File: config.mk
export PLATFORM = sky130hd
export DESIGN_NAME = dcpa_arbiter
export DESIGN_NICKNAME = d
export VERILOG_FILES = /design/src/dcpa_pkg.sv /design/src/dcpa_arbiter.sv /design/src/dcpa_cyc_track.sv
export SDC_FILE = /design/constraint.sdc
export NUM_CORES = 1
export LEC_CHECK = 0
export ABC_AREA = 1
export BUFFER_PORTS_ARGS = -buffer_cell sky130_fd_sc_hd__buf_2
export CORE_ASPECT_RATIO = 0.6
export CORE_MARGIN = 2
export CORE_UTILIZATION = 50
export CTS_CLUSTER_SIZE = 10
export DETAILED_ROUTE_END_ITERATION = 6
export PLACE_DENSITY_LB_ADDON = 0.15
export SLEW_MARGIN = 20
export SYNTH_ARGS = -nofsm -noshare
export SYNTH_HDL_FRONTEND = slang
export SYNTH_SLANG_ARGS = --single-unit
File: constraint.sdc
create_clock -name REF_CLK -period 2.4 [get_ports REF_CLK]
set_clock_uncertainty 0.2 [all_clocks]
set_input_delay 0.12 -clock REF_CLK [delete_from_list [all_inputs] [get_ports REF_CLK]]
set_output_delay 0.12 -clock REF_CLK [all_outputs]
set_load 0.005 [all_outputs]
File: src/dcpa_pkg.sv
// Package for the dual processor private bus arbiter
package dcpa_pkg;
  localparam logic       CPU_PRIMARY   = 1'h0;
  localparam logic       CPU_DUAL      = 1'h1;
  localparam logic [1:0] MAX_OUTSTAND  = 2'h2;
  localparam logic [1:0] HOLD_BLOCK_CK = 2'h2;
  localparam logic [1:0] CYC_NONE      = 2'h0;
  localparam logic [1:0] CYC_READ      = 2'h1;
  localparam logic [1:0] CYC_WRITE     = 2'h2;
  localparam logic [1:0] CYC_WBACK     = 2'h3;

  typedef enum logic [2:0] {
    DCPA_FL_IDLE,
    DCPA_FL_DUAL_REQ,
    DCPA_FL_DUAL_RUN,
    DCPA_FL_HANDOFF,
    DCPA_FL_PRIM_DRAIN,
    DCPA_FL_PRIM_RUN,
    DCPA_FL_ACK_CYCLE,
    DCPA_FL_ACK_WAIT
  } dcpa_flush_type;
endpackage

File: src/dcpa_arbiter.sv
// Private bus arbiter shared by a primary and a dual processor
// What this block and its system must do
// [RULE_01] Only the bus owner starts cycles
// [RULE_02] Waiting cpu requests the bus privately
// [RULE_03] Grant waits unless pipelining is allowed
// [RULE_04] Grant on idle bus transfers ownership immediately
// [RULE_05] Next-address low allows pipeline or handover
// [RULE_06] Cache attributes sampled at next-address or ready
// [RULE_07] At most two cycles outstanding
// [RULE_08] No cross-cpu write behind write
// [RULE_09] Cross-cpu io ok except write into write
// [RULE_10] Same-cpu io pipelining only for string io
// [RULE_11] Flush invalidates, modified lines written back
// [RULE_12] Dual takes bus, flushes first, no ack
// [RULE_13] Dual hands bus to primary when clean
// [RULE_14] Primary drains, flushes, issues ack, keeps bus
// [RULE_15] Dual halts until flush ack seen
// [RULE_16] Exactly one ack after both flushes
// [RULE_17] System holds flush off until ack done
// [RULE_18] System drops flush before ack ready
// [RULE_19] Writeback-invalidate flushes executing cpu only
// [RULE_20] Back-off floats buses and aborts cycles
// [RULE_21] Ownership may change while backed off
// [RULE_22] System keeps cacheability on reruns
// [RULE_23] No new cycles after hold two clocks; the flush ack cycle is not blocked by hold
// [RULE_24] Primary owns bus after reset
module dcpa_arbiter
  import dcpa_pkg::*;
(
  input  wire logic       REF_CLK,
  input  wire logic       RESET_N,
  input  wire logic [1:0] CYC_REQ,
  input  wire logic [3:0] CYC_KIND,
  input  wire logic [1:0] CYC_IO,
  input  wire logic [1:0] STRING_IO_ACTIVE,
  input  wire logic       NEXT_ADDRESS_N,
  input  wire logic       BURST_DATA_READY_N,
  input  wire logic       CYCLE_LAST_READY,
  input  wire logic       CACHEABLE_N,
  input  wire logic       WRITE_POLICY_SEL,
  input  wire logic       BUS_BACKOFF_N,
  input  wire logic       HOLD,
  input  wire logic       FLUSH_N,
  input  wire logic [1:0] WRITEBACK_INVALIDATE_INSTR_REQ,
  input  wire logic [1:0] CACHE_CLEAN,
  output logic [1:0]      CYC_START,
  output logic            BUS_OWNER_CPU,
  output logic            PRIVATE_BUS_REQUEST_N,
  output logic            PRIVATE_BUS_GRANT_N,
  output logic            BUS_FLOAT_N,
  output logic [1:0]      CACHE_FLUSH_GO,
  output logic            FLUSH_ACK_START,
  output logic            DUAL_HALT,
  output logic            ATTR_CACHEABLE_N,
  output logic            ATTR_WRITE_POLICY
);
  import dcpa_pkg::*;

  logic       owner_q, owner_d;
  logic       preq_n_q, preq_n_d;
  logic       pgnt_n_q, pgnt_n_d;
  logic       float_n_q, float_n_d;
  logic [1:0] start_q, start_d;
  logic [1:0] go_q, go_d;
  logic       ack_q, ack_d;
  logic       halt_q, halt_d;
  logic       ken_q, ken_d;
  logic       wbwt_q, wbwt_d;
  logic       attr_done_q, attr_done_d;
  logic [1:0] hold_cnt_q, hold_cnt_d;
  dcpa_flush_type fl_q, fl_d;

  logic       waiting;
  logic       bus_backoff_n;
  logic       hold_block;
  logic       cyc_done;
  logic [1:0] out_cnt;
  logic       head_cpu;
  logic [1:0] head_kind;
  logic       head_io;
  logic       pipe_ok;
  logic       issue;
  logic       issue_cpu;
  logic [1:0] want;

  assign waiting = ~owner_q;
  assign bus_backoff_n = ~BUS_BACKOFF_N;
  assign cyc_done = ~BURST_DATA_READY_N & CYCLE_LAST_READY;
  // Hold blocks starts only once two clocks old
  assign hold_block = (hold_cnt_q >= HOLD_BLOCK_CK); // [RULE_23]

  dcpa_cyc_track u_track (
    .clk        (REF_CLK),
    .rst_n      (RESET_N),
    .start      (issue),
    .start_cpu  (issue_cpu),
    .start_kind (CYC_KIND[issue_cpu*2 +: 2]),
    .start_io   (CYC_IO[issue_cpu]),
    .done       (cyc_done),
    .abort      (bus_backoff_n), // [RULE_20]
    .count      (out_cnt),
    .head_cpu   (head_cpu),
    .head_kind  (head_kind),
    .head_io    (head_io)
  );

  // Requests are masked during flush: the dual halts, primary waits
  always_comb begin
    want = CYC_REQ;
    if (halt_q) begin
      want[CPU_DUAL] = 1'b0; // [RULE_15]
    end
    if (fl_q != DCPA_FL_IDLE) begin
      want[CPU_PRIMARY] = 1'b0;
    end
  end

  // Pipelining legality for a cycle from cpu c behind the head cycle
  function automatic logic can_pipe(input logic c);
    logic same;
    logic io_n;
    logic wr_n;
    same = (c == head_cpu);
    io_n = CYC_IO[c];
    wr_n = (CYC_KIND[c*2 +: 2] == CYC_WRITE);
    can_pipe = 1'b1;
    if (head_kind == CYC_WBACK || CYC_KIND[c*2 +: 2] == CYC_WBACK) begin
      can_pipe = 1'b0;
    end else if (!same && head_kind == CYC_WRITE && wr_n) begin
      can_pipe = 1'b0; // [RULE_08] [RULE_09]
    end else if (same && (head_io || io_n) && !STRING_IO_ACTIVE[c]) begin
      can_pipe = 1'b0; // [RULE_10]
    end
    return can_pipe;
  endfunction

  // Owner issues: idle bus, or one pipelined slot on next-address
  always_comb begin
    issue_cpu = owner_q;
    pipe_ok = can_pipe(owner_q);
    issue = want[owner_q] & preq_n_q // Waiting request first [RULE_03]
          & ~bus_backoff_n & ~hold_block & float_n_q // [RULE_01]
          & ((out_cnt == 2'h0)
          | (out_cnt == 2'h1 & ~NEXT_ADDRESS_N & pipe_ok)); // [RULE_05]
    if (out_cnt >= MAX_OUTSTAND) begin
      issue = 1'b0; // [RULE_07]
    end
  end

  // Ownership, private request and grant [RULE_02] [RULE_12]
  always_comb begin
    logic handover;
    handover = 1'b0;
    owner_d  = owner_q;
    preq_n_d = ~(want[waiting] | (fl_q == DCPA_FL_DUAL_REQ && waiting));
    pgnt_n_d = 1'b1;
    if (fl_q == DCPA_FL_HANDOFF) begin
      handover = (owner_q == CPU_DUAL); // [RULE_13]
    end else if (!preq_n_q && !issue && !(fl_q == DCPA_FL_ACK_CYCLE)) begin
      // Grant on idle bus or under next-address [RULE_03] [RULE_05]
      handover = (out_cnt == 2'h0)
               | (out_cnt == 2'h1 & ~NEXT_ADDRESS_N & can_pipe(waiting));
    end
    if (bus_backoff_n && !preq_n_q) begin
      handover = 1'b1; // [RULE_21]
    end
    if (handover) begin
      owner_d  = ~owner_q; // [RULE_04]
      pgnt_n_d = 1'b0;
      preq_n_d = 1'b1;
    end
  end

  // Cycle start strobes and bus float
  always_comb begin
    start_d = 2'h0;
    if (issue) begin
      start_d[issue_cpu] = 1'b1;
    end
    float_n_d = ~bus_backoff_n; // [RULE_20]
  end

  // Cache attribute sampling, first of next-address or ready
  always_comb begin
    ken_d = ken_q;
    wbwt_d = wbwt_q;
    attr_done_d = attr_done_q;
    if (issue) begin
      attr_done_d = 1'b0;
    end
    if (!attr_done_q && out_cnt != 2'h0
        && (!NEXT_ADDRESS_N || !BURST_DATA_READY_N)) begin
      ken_d = CACHEABLE_N; // [RULE_06]
      wbwt_d = WRITE_POLICY_SEL;
      attr_done_d = 1'b1;
    end
  end

  // Hold age counter saturates at the block threshold
  always_comb begin
    hold_cnt_d = 2'h0;
    if (HOLD) begin
      hold_cnt_d = (hold_cnt_q >= HOLD_BLOCK_CK) ? hold_cnt_q
                                                 : hold_cnt_q + 2'h1;
    end
  end

  // Combined flush sequence, dual first then primary with one ack
  always_comb begin
    fl_d = fl_q;
    go_d = WRITEBACK_INVALIDATE_INSTR_REQ; // [RULE_19]
    ack_d = 1'b0;
    halt_d = halt_q;
    unique case (fl_q)
      DCPA_FL_IDLE: begin
        if (!FLUSH_N) begin
          halt_d = 1'b1;
          fl_d = owner_q ? DCPA_FL_DUAL_RUN : DCPA_FL_DUAL_REQ; // [RULE_12]
        end
      end
      DCPA_FL_DUAL_REQ: begin
        if (owner_q == CPU_DUAL && out_cnt == 2'h0) begin
          fl_d = DCPA_FL_DUAL_RUN;
        end
      end
      DCPA_FL_DUAL_RUN: begin
        go_d[CPU_DUAL] = 1'b1; // [RULE_11]
        if (CACHE_CLEAN[CPU_DUAL] && out_cnt == 2'h0) begin
          fl_d = DCPA_FL_HANDOFF;
        end
      end
      DCPA_FL_HANDOFF: begin
        if (owner_q == CPU_PRIMARY) begin
          fl_d = DCPA_FL_PRIM_DRAIN;
        end
      end
      DCPA_FL_PRIM_DRAIN: begin
        if (out_cnt == 2'h0) begin
          fl_d = DCPA_FL_PRIM_RUN; // [RULE_14]
        end
      end
      DCPA_FL_PRIM_RUN: begin
        go_d[CPU_PRIMARY] = 1'b1; // [RULE_11]
        if (CACHE_CLEAN[CPU_PRIMARY] && out_cnt == 2'h0 && !bus_backoff_n) begin
          ack_d = 1'b1; // [RULE_16]
          fl_d = DCPA_FL_ACK_CYCLE;
        end
      end
      DCPA_FL_ACK_CYCLE: begin
        if (cyc_done) begin
          halt_d = 1'b0; // [RULE_15]
          fl_d = DCPA_FL_ACK_WAIT;
        end
      end
      DCPA_FL_ACK_WAIT: begin
        // Relies on the system releasing flush first [RULE_17] [RULE_18]
        if (FLUSH_N) begin
          fl_d = DCPA_FL_IDLE;
        end
      end
    endcase
  end

  // All state registers; reset leaves the primary as owner
  always_ff @(posedge REF_CLK or negedge RESET_N) begin
    if (!RESET_N) begin
      owner_q     <= CPU_PRIMARY; // [RULE_24]
      preq_n_q    <= 1'b1;
      pgnt_n_q    <= 1'b1;
      float_n_q   <= 1'b1;
      start_q     <= 2'h0;
      go_q        <= 2'h0;
      ack_q       <= 1'b0;
      halt_q      <= 1'b0;
      ken_q       <= 1'b1;
      wbwt_q      <= 1'b0;
      attr_done_q <= 1'b1;
      hold_cnt_q  <= 2'h0;
      fl_q        <= DCPA_FL_IDLE;
    end else begin
      owner_q     <= owner_d;
      preq_n_q    <= preq_n_d;
      pgnt_n_q    <= pgnt_n_d;
      float_n_q   <= float_n_d;
      start_q     <= start_d;
      go_q        <= go_d;
      ack_q       <= ack_d;
      halt_q      <= halt_d;
      ken_q       <= ken_d;
      wbwt_q      <= wbwt_d;
      attr_done_q <= attr_done_d;
      hold_cnt_q  <= hold_cnt_d;
      fl_q        <= fl_d;
    end
  end

  assign CYC_START             = start_q;
  assign BUS_OWNER_CPU         = owner_q;
  assign PRIVATE_BUS_REQUEST_N = preq_n_q;
  assign PRIVATE_BUS_GRANT_N   = pgnt_n_q;
  assign BUS_FLOAT_N           = float_n_q;
  assign CACHE_FLUSH_GO        = go_q;
  assign FLUSH_ACK_START       = ack_q;
  assign DUAL_HALT             = halt_q;
  assign ATTR_CACHEABLE_N      = ken_q;
  assign ATTR_WRITE_POLICY     = wbwt_q;
endmodule

File: src/dcpa_cyc_track.sv
// Outstanding bus cycle tracker, two entries of cycle attributes
module dcpa_cyc_track
  import dcpa_pkg::*;
(
  input  wire logic       clk,
  input  wire logic       rst_n,
  input  wire logic       start,
  input  wire logic       start_cpu,
  input  wire logic [1:0] start_kind,
  input  wire logic       start_io,
  input  wire logic       done,
  input  wire logic       abort,
  output logic [1:0]      count,
  output logic            head_cpu,
  output logic [1:0]      head_kind,
  output logic            head_io
);
  logic [1:0] cnt_q, cnt_d;
  logic [3:0] ent_q [2];
  logic [3:0] ent_d [2];

  // Entry 0 is the active cycle; a retire shifts entry 1 down
  always_comb begin
    cnt_d = cnt_q;
    ent_d = ent_q;
    if (abort) begin
      cnt_d = CYC_NONE;
    end else begin
      if (done && cnt_q != 2'h0) begin
        ent_d[0] = ent_q[1];
        cnt_d = cnt_q - 2'h1;
      end
      if (start && cnt_d < MAX_OUTSTAND) begin
        ent_d[cnt_d[0]] = {start_cpu, start_kind, start_io};
        cnt_d = cnt_d + 2'h1;
      end
    end
  end

  // Register stage for the tracker
  always_ff @(posedge clk or negedge rst_n) begin
    if (!rst_n) begin
      cnt_q    <= 2'h0;
      ent_q[0] <= 4'h0;
      ent_q[1] <= 4'h0;
    end else begin
      cnt_q <= cnt_d;
      ent_q <= ent_d;
    end
  end

  assign count     = cnt_q;
  assign head_cpu  = ent_q[cnt_q == 2'h2 ? 1 : 0][3];
  assign head_kind = ent_q[cnt_q == 2'h2 ? 1 : 0][2:1];
  assign head_io   = ent_q[cnt_q == 2'h2 ? 1 : 0][0];
endmodule

==> impl_metrics.tcl, run 1 <==
set metrics [dict create \
    p_sw_share_pct 40.8 \
    grt_pass1_wl_mm 7.24 \
    cpPeakStageDelay_ns 0.39 \
    overflow 0 \
    start_kind "register" \
    ys_seq_area_share_pct 39.8 \
    layout_common_cells "nand2_1, buf_2, inv_1" \
    yosys.area.top_type "dfrtp_1" \
    drc 0 \
    root_buffer "clkbuf_8" \
    die_w_um 81.0 \
    place_inst 315 \
    clkSinkCount 28 \
    cap_viol_max_count 0 \
    setup_viol 0 \
    cp_cell_sequence "inv_1, ha_1, inv_2, nand2_1, nand2_1, nand3_1, nand2_2, nor2_2, nand2_2, a21oi_2, nand4_1, nand3_1, nand2_1" \
    tritoncts "done" \
    grt_pass1_vias 1513 \
    syn_nets 262 \
    fin_nets 316 \
    synth_warnings 0 \
    cts_resized 0 \
    max_slew_margin_pct 58.5 \
    post-route-min-period_ns 2.21 \
    wire_per_inst_um 13.3 \
    drt_first_pass_iters 4 \
    grt_usage_pct 23.7 \
    period_share_pct 92.0 \
    drt_wl_total_mm 4.42 \
    hp-start "CYC_REQ[1]" \
    drt_iter0_markers 129 \
    rsz0062_at_grt "no" \
    core_area_mm2 0.00332 \
    cellPowerDensity_mw_per_mm2 982 \
    syn-cell-area_mm2 0.00178 \
    cts_made_buffers 3 \
    crit_buf_inv 2 \
    p_leak_nw 1.16 \
    crit_family "simple AND/OR/NAND/NOR gates" \
    tightest_slew_ns 0.623 \
    fmax_ghz 0.453 \
    drive_above_1_share_pct 27.2 \
    synth_seq_cells 28 \
    synth_cell_type_count 38 \
    start_util_pct 53.5 \
    syn-instance-count 234 \
    htreeDepth 1 \
    clk_pin_slew_ns 0.10 \
    avgSynthCellArea_um2 7.59 \
    p_sw_mw 0.887 \
    p_seq_share_pct 36.6 \
    ant_nets 0 \
    timing.rr.end "u_track.ent_q[6]" \
    fin_setup_tns_ns 0 \
    preCtsSetupSlack_ns 0.249 \
    ir_drop_uv 570 \
    dp_hpwl_mm 3.22 \
    crit_arrival_ns 2.19 \
    path_max_fanout 6 \
    cts_setup_buffers 0 \
    portBuffers 35 \
    r2r_slack_ns 0.19 \
    clkPwrFrac_pct 17.4 \
    r2r-start "u_track.count[0]" \
    antenna_found_initial 0 \
    timing.final.ws_setup_ns 0.191 \
    synth_top_area_share_pct 32.4 \
    required_ns 2.38 \
    reg2reg_depth 13 \
    final_area_mm2 0.00221 \
    final_common_cell "nand2_1" \
    yosys-top-cells-area "dfrtp_1, nand2_1, dfstp_2" \
    crit_top_cell "nand2_1" \
    min_delay_worst_endpoint "PRIVATE_BUS_REQUEST_N" \
    vias_per_cell 5.08 \
    p_total_mw 2.17 \
    report.final.slew_viol_count 0 \
    hold_viol_final 0 \
    vias 1688 \
    areaGrowthSynthToFinish_pct 24.6 \
    cp_slowest_cell "dfrtp_1" \
    antenna_cells 0 \
    grt_start_max_net_pins 29 \
    placed_area_mm2 0.00201 \
    outcome "complete, no violations" \
    cts.path.max_buffers 2 \
    p_int_mw 1.29 \
    rows 16 \
    holdWs_ns 0.0262 \
    gp_congestion 0.975 \
    min_path_type "input pin to register" \
    final_util_pct 66.6 \
    die_h_um 50.2 \
    crit_type "register to register" \
    critPathCaptureType "register" \
    min_path_cells 6 \
    insertion_delay_ns 0.28 \
    io_pins 36 \
    dieArea_mm2 0.00406 \
    final_cell_count_no_fill 332 \
    comb_power_share_pct 46.0 \
]
## per-layer routing
layer,vias to the layer above,track usage (%),part of all wire [%]
met3,6,5.58,6.9
met1,759,35.9,50
li1,860,-,-
met2,63,34.2,42
met5,-,0,0
met4,0,5.08,1.2
## area by class of cell
| cell class | instances | area, um^2 |
|---|---|---|
| Sequential cell | 28 | 707 |
| Clock buffer | 3 | 41.3 |
| Timing Repair Buffer | 54 | 350 |
| Tap cell | 45 | 56.3 |
| Fill cell | 283 | 1110 |
| Inverter | 31 | 120 |
| Clock inverter | 1 | 30.0 |
| Multi-Input combinational cell | 170 | 910 |
## worst max-delay path by stage
stage,slack (ns),cells after the start,from,end
2_1_floorplan,0.37,16,u_track.count[0],register
3_3_place_gp,0.30,13,u_track.count[1],u_track.ent_q[7]
3_5_place_dp,0.25,13,u_track.count[0],u_track.ent_q[6]
4_1_cts,0.22,13,u_track.count[0],u_track.ent_q[6]
5_1_grt,0.01,13,u_track.count[0],u_track.ent_q[6]
6_report,0.19,13,u_track.count[0],u_track.ent_q[6]
## power groups by stage
stage	combinational (mW)	clock, mW	sequential, mW
after floorplan	0.742	0	0.748
after global routing	1.14	0.405	0.815
after global placement	0.954	0	0.795
after CTS	0.992	0.385	0.790
final	1.00	0.379	0.796
after detailed placement	0.958	0	0.798
## worst min-delay path: cells and delay by family
| family | cells | cell delay, ns |
|---|---|---|
| compound gates | 2 | 0.15 |
| buf+inv | 2 | 0.12 |
| simple gates | 2 | 0.12 |
## cell usage after synthesis (all sizes together)
cell / n
inv: 30
nor4: 1
a21boi: 1
o21a: 1
xor2: 2
o211ai: 1
nand2: 82
dfstp: 5
nand3: 11
or2: 1
o21ba: 1
ha: 4
o21ai: 20
nor2: 20
mux2: 2
a22oi: 1
nand3b: 1
clkinv: 1
nand4: 7
buf: 5
mux2i: 1
a31oi: 2
nor3: 2
o22ai: 1
a21oi: 8
dfrtp: 23
## cells by family after synthesis
kind of cell	count (synthesis)	share of synthesized area, %
XOR/XNOR	2	2.04
flip-flops	28	39.8
AO/OA/AOI/OAI	36	11.6
adder cells (fa/ha/maj)	4	2.82
AND/OR/NAND/NOR	125	32.9
multiplexers	3	1.83
buffers and inverters	36	9.01
## timing repair
action,CTS,global route
hold buffers,13,0
setup endpoints to repair,0,0
endpoints found under the hold margin,40,0
Note: power is estimated with default switching activity, not from simulation.
==> inputs of run 2 (changes only) <==
CORE_ASPECT_RATIO = 1.2   (was 0.6)
==> run 2 against run 1 <==
  * First-iteration DRC count down 64%
  * Worst hold slack better by 0.022 ns
  * Sequential share of layout area grew 0.91 points
  * Global-route usage decreased by 2.7 points
  * Cell count fell by 3.3%
==> impl_metrics.tcl, run 2 (same netlist as run 1, synthesis figures left out) <==
set metrics [dict create \
    outcome "complete, no violations" \
    layout_common_cells "nand2_1, buf_2, inv_1" \
    die_w_um 58.4 \
    drt_wl_total_mm 3.85 \
    p_leak_nw 1.13 \
    grt_pass1_wl_mm 6.56 \
    final_area_mm2 0.00215 \
    crit_type "register to register" \
    hp-start "CYC_IO[1]" \
    drive_above_1_share_pct 26.4 \
    final_common_cell "nand2_1" \
    cap_viol_max_count 0 \
    vias 1637 \
    ant_nets 0 \
    rsz0062_at_grt "no" \
    multi_input_area_um2 910 \
    fmax_ghz 0.461 \
    r2r-start "u_track.count[0]" \
    fin_nets 313 \
    fillCellCount 306 \
    placed_area_mm2 0.00199 \
    grt_usage_pct 21.0 \
    cp_cell_sequence "inv_1, ha_1, inv_2, nand2_1, nand3_2, nand2_2, nor2_1, nor2_2, nand2_2, nand2_4, nand2_4, nor2_4, nand2_4, nand2_1, o21ai_1" \
    wire_per_inst_um 12.0 \
    period_share_pct 90.4 \
    min_path_cells 5 \
    root_buffer "clkbuf_8" \
    rows 23 \
    cts_resized 0 \
    dp_hpwl_mm 3.00 \
    crit_arrival_ns 2.13 \
    cellPowerDensity_mw_per_mm2 931 \
    clkSinkCount 28 \
    tritoncts "done" \
    core_area_mm2 0.00337 \
    min_path_type "input pin to register" \
    clk_pin_slew_ns 0.09 \
    setup_viol 0 \
    portBuffers 35 \
    htreeDepth 1 \
    preCtsSetupSlack_ns 0.249 \
    reg2reg_depth 15 \
    vias_per_cell 5.10 \
    gp_congestion 0.972 \
    crit_family "simple AND/OR/NAND/NOR gates" \
    tightest_slew_ns 0.609 \
    overflow 0 \
    timing.final.ws_setup_ns 0.230 \
    cts.path.max_buffers 2 \
    io_pins 36 \
    die_h_um 69.3 \
    report.final.slew_viol_count 0 \
    drc 0 \
    antenna_found_initial 0 \
    start_util_pct 52.8 \
    cts_made_buffers 3 \
    required_ns 2.36 \
    grt_start_max_net_pins 29 \
    post-route-min-period_ns 2.17 \
    regArea_um2 707 \
    antenna_cells 0 \
    fin_setup_tns_ns 0 \
    crit_buf_inv 2 \
    drt_first_pass_iters 4 \
    insertion_delay_ns 0.28 \
    dieArea_mm2 0.00405 \
    crit_top_cell "nand2_4" \
    max_slew_margin_pct 59.4 \
    critPathCaptureType "register" \
    drt_iter0_markers 46 \
    r2r_slack_ns 0.23 \
    grt_pass1_vias 1505 \
    hold_viol_final 0 \
    start_kind "register" \
    cpPeakStageDelay_ns 0.39 \
    cp_slowest_cell "dfrtp_1" \
    areaGrowthSynthToFinish_pct 21.2 \
    ir_drop_uv 649 \
    path_max_fanout 9 \
]
-- run 2: changes by cell type in the layout (fill, tap and decap cells not counted), sizes merged --
| cell | change |
|---|---|
| clkbuf | +1 |
| buf | -2 |
| dlygate4sd3 | -1 |
| bufinv | -1 |
-- run 2: area by class of cell --
class	count	area share, %
clock buffer	4	2.09
inverter	31	5.58
multi-input combinational	170	42.2
sequential	28	32.8
tap	37	2.15
timing repair buffer	51	15.1
-- run 2: worst max-delay path by stage --
stage / end / from / cells past startpoint
after global routing: u_track.ent_q[6] / u_track.count[0] / 13
after floorplan: register / u_track.count[0] / 16
after CTS: register / u_track.count[0] / 15
after global placement: register / u_track.count[0] / 15
final: register / u_track.count[0] / 15
after detailed placement: register / u_track.count[0] / 15
-- run 2: timing repair --
action | CTS | global route
hold buffers | 12 | 0
setup endpoints to repair | 0 | 0
endpoints found under the hold margin | 39 | 0
setup buffers | 0 | 0
-- run 2: power by group --
part           switching, mW  total, mW  leakage (nW)  internal [mW]
registers              0.138      0.787         0.347          0.649
logic                  0.555      0.954         0.761          0.398
clock network          0.146      0.265        0.0228          0.119
total                  0.840       2.01          1.13           1.17
-- run 2: worst register-to-register path, delay by kind of cell, from the launching register on --
family	cells	cell delay (ns)
and+or+nand+nor	11	0.91
buffers and inverters	2	0.19
AOI/OAI and AO/OA	1	0.07
adders and majority gates	1	0.31
DFF	1	0.39
-- run 2: stage by stage --
step | cells | util [%] | total power [mW] | hold WS, ns
after floorplan | 234 | - | 1.49 | -0.376
after global placement | 305 | 59.0 | 1.71 | -0.0267
after detailed placement | 305 | 59.0 | 1.73 | -0.0249
after CTS | 321 | 64.0 | 2.02 | 0.0393
after global routing | 321 | 64.0 | 2.20 | 0.0702
final | 321 | 64.0 | 2.01 | 0.0478
-- run 2: per-layer routing --
metal | vias to the layer above | global-route usage [%] | wire length [um]
li1 | 857 | - | -
met4 | 0 | 10.9 | 124
met1 | 721 | 26.7 | 1630
met2 | 48 | 33.8 | 1900
met5 | - | 0 | 0
met3 | 11 | 2.80 | 199
==> inputs of run 3 (changes only) <==
CORE_ASPECT_RATIO = 1.5   (was 1.2)
HOLD_SLACK_MARGIN = 0.03   (was default)
==> run 3 against run 2 <==
  * Setup slack improved by 0.010 ns
  * Utilization rose by 0.95 points
  * First-iteration DRC count rose by 6.5%
  * Global-route usage rose by 2.0 points
  * Register-to-register slack barely moved
  * Non-clock buffer count rose by 5
  * Routed wire length rose by 9.4%
  * Via count rose by 1.6%
  * Flip-flop and latch count did not move
  * Maximum frequency rose by 0.48%
  * Clock-buffer cell count did not move
  * Critical path type unchanged
==> impl_metrics.tcl, run 3 (same netlist as run 1, synthesis figures left out) <==
set metrics [dict create \
    htreeDepth 1 \
    die_h_um 77.0 \
    grt_pass1_wl_mm 7.09 \
    hp-start "CACHE_CLEAN[1]" \
    overflow 0 \
    r2r_slack_ns 0.24 \
    antenna_cells 0 \
    cp_slowest_cell "dfrtp_1" \
    antenna_found_initial 0 \
    drt_iter0_markers 49 \
    drc 0 \
    clk_pin_slew_ns 0.10 \
    report.final.slew_viol_count 0 \
    cpPeakStageDelay_ns 0.39 \
    grt_usage_pct 22.9 \
    crit_arrival_ns 2.14 \
    final_cell_count_no_fill 331 \
    drive_above_1_share_pct 26.6 \
    vias_per_cell 5.03 \
    regArea_um2 707 \
    final_common_cell "nand2_1" \
    grt_start_max_net_pins 29 \
    ant_nets 0 \
    tritoncts "done" \
    cts_made_buffers 3 \
    timing.rr.end "u_track.ent_q[4]" \
    placed_area_mm2 0.00200 \
    vias 1664 \
    path_max_fanout 6 \
    layout_common_cells "nand2_1, buf_2, inv_1" \
    tightest_slew_ns 0.640 \
    areaGrowthSynthToFinish_pct 24.8 \
    min_path_type "input pin to register" \
    outcome "complete, no violations" \
    fin_nets 318 \
    dp_hpwl_mm 3.03 \
    hold_viol_final 0 \
    fillCellCount 308 \
    cts.path.max_buffers 2 \
    die_w_um 52.7 \
    cp_cell_sequence "inv_1, ha_1, inv_2, nand2_1, nand3_2, nand2_2, nor2_1, nor2_2, nand2_2, a21oi_2, nand4_1, nand3_1, nand2_1" \
    start_util_pct 52.0 \
    cap_viol_max_count 0 \
    multi_input_area_um2 910 \
    max_slew_margin_pct 57.3 \
    insertion_delay_ns 0.29 \
    cts_setup_buffers 0 \
    r2r-start "u_track.count[0]" \
    cts_resized 0 \
    grt_pass1_vias 1621 \
    wire_per_inst_um 12.7 \
    min_path_cells 5 \
    rows 26 \
    crit_type "register to register" \
    final_area_mm2 0.00222 \
    fin_setup_tns_ns 0 \
    drt_wl_total_mm 4.21 \
    min_delay_worst_endpoint "fl_q[0]" \
    io_pins 36 \
    drt_first_pass_iters 4 \
    core_area_mm2 0.00342 \
    ir_drop_uv 672 \
    required_ns 2.38 \
    p_leak_nw 1.16 \
    setup_viol 0 \
    place_inst 311 \
    final_util_pct 64.9 \
    period_share_pct 90.0 \
    holdWs_ns 0.101 \
    rsz0062_at_grt "no" \
    clkSinkCount 28 \
    portBuffers 35 \
    cellPowerDensity_mw_per_mm2 928 \
    reg2reg_depth 13 \
    critPathCaptureType "register" \
    gp_congestion 0.859 \
    root_buffer "clkbuf_8" \
    fmax_ghz 0.463 \
    post-route-min-period_ns 2.16 \
    start_kind "register" \
    dieArea_mm2 0.00406 \
    cts_hold_buf 16 \
]
[run 3: cell count changes in the layout (fill, tap and decap cells not counted), sizes merged]
cell	delta
buf	+1
dlygate4sd3	+4
[run 3: stage by stage]
stage / worst slack, ns / power (mW)
2_1_floorplan: 0.375 / 1.49
3_3_place_gp: 0.361 / 1.72
3_5_place_dp: 0.277 / 1.73
4_1_cts: 0.241 / 2.07
5_1_grt: 0.0273 / 2.26
6_report: 0.240 / 2.06
[run 3: area by class of cell]
type / instances / share of cell area [%]
inverter: 31 / 5.42
tap: 42 / 2.37
timing repair buffer: 56 / 16.8
clock buffer: 4 / 2.48
sequential: 28 / 31.9
multi-input combinational: 170 / 41.0
[run 3: critical path, delay by kind of cell, from the launching register on]
family | cells | cell delay (ns)
AO/OA/AOI/OAI | 1 | 0.26
adder cells (fa/ha/maj) | 1 | 0.28
buffers and inverters | 2 | 0.18
flip-flops | 1 | 0.39
AND/OR/NAND/NOR | 9 | 0.76
[run 3: worst max-delay path by stage]
stage,start,end,slack [ns],depth (start not counted)
finish,u_track.count[0],u_track.ent_q[4],0.24,13
floorplan,u_track.count[0],register,0.37,16
detailed placement,u_track.count[0],u_track.ent_q[4],0.28,13
global placement,u_track.count[0],u_track.ent_q[4],0.36,13
global route,u_track.count[0],u_track.ent_q[4],0.03,15
CTS,u_track.count[0],u_track.ent_q[4],0.24,13
[run 3: layer usage]
layer / track usage [%] / vias to the layer above / wire length [um]
met5: 0 / - / 0
met4: 9.74 / 0 / 92
met3: 1.95 / 7 / 126
met2: 41.3 / 37 / 2230
met1: 26.5 / 764 / 1760
li1: - / 856 / -
[run 3: where the power goes]
part	switching (mW)	total, mW	internal, mW
registers	0.136	0.785	0.649
logic	0.561	0.967	0.406
clock network	0.158	0.306	0.148
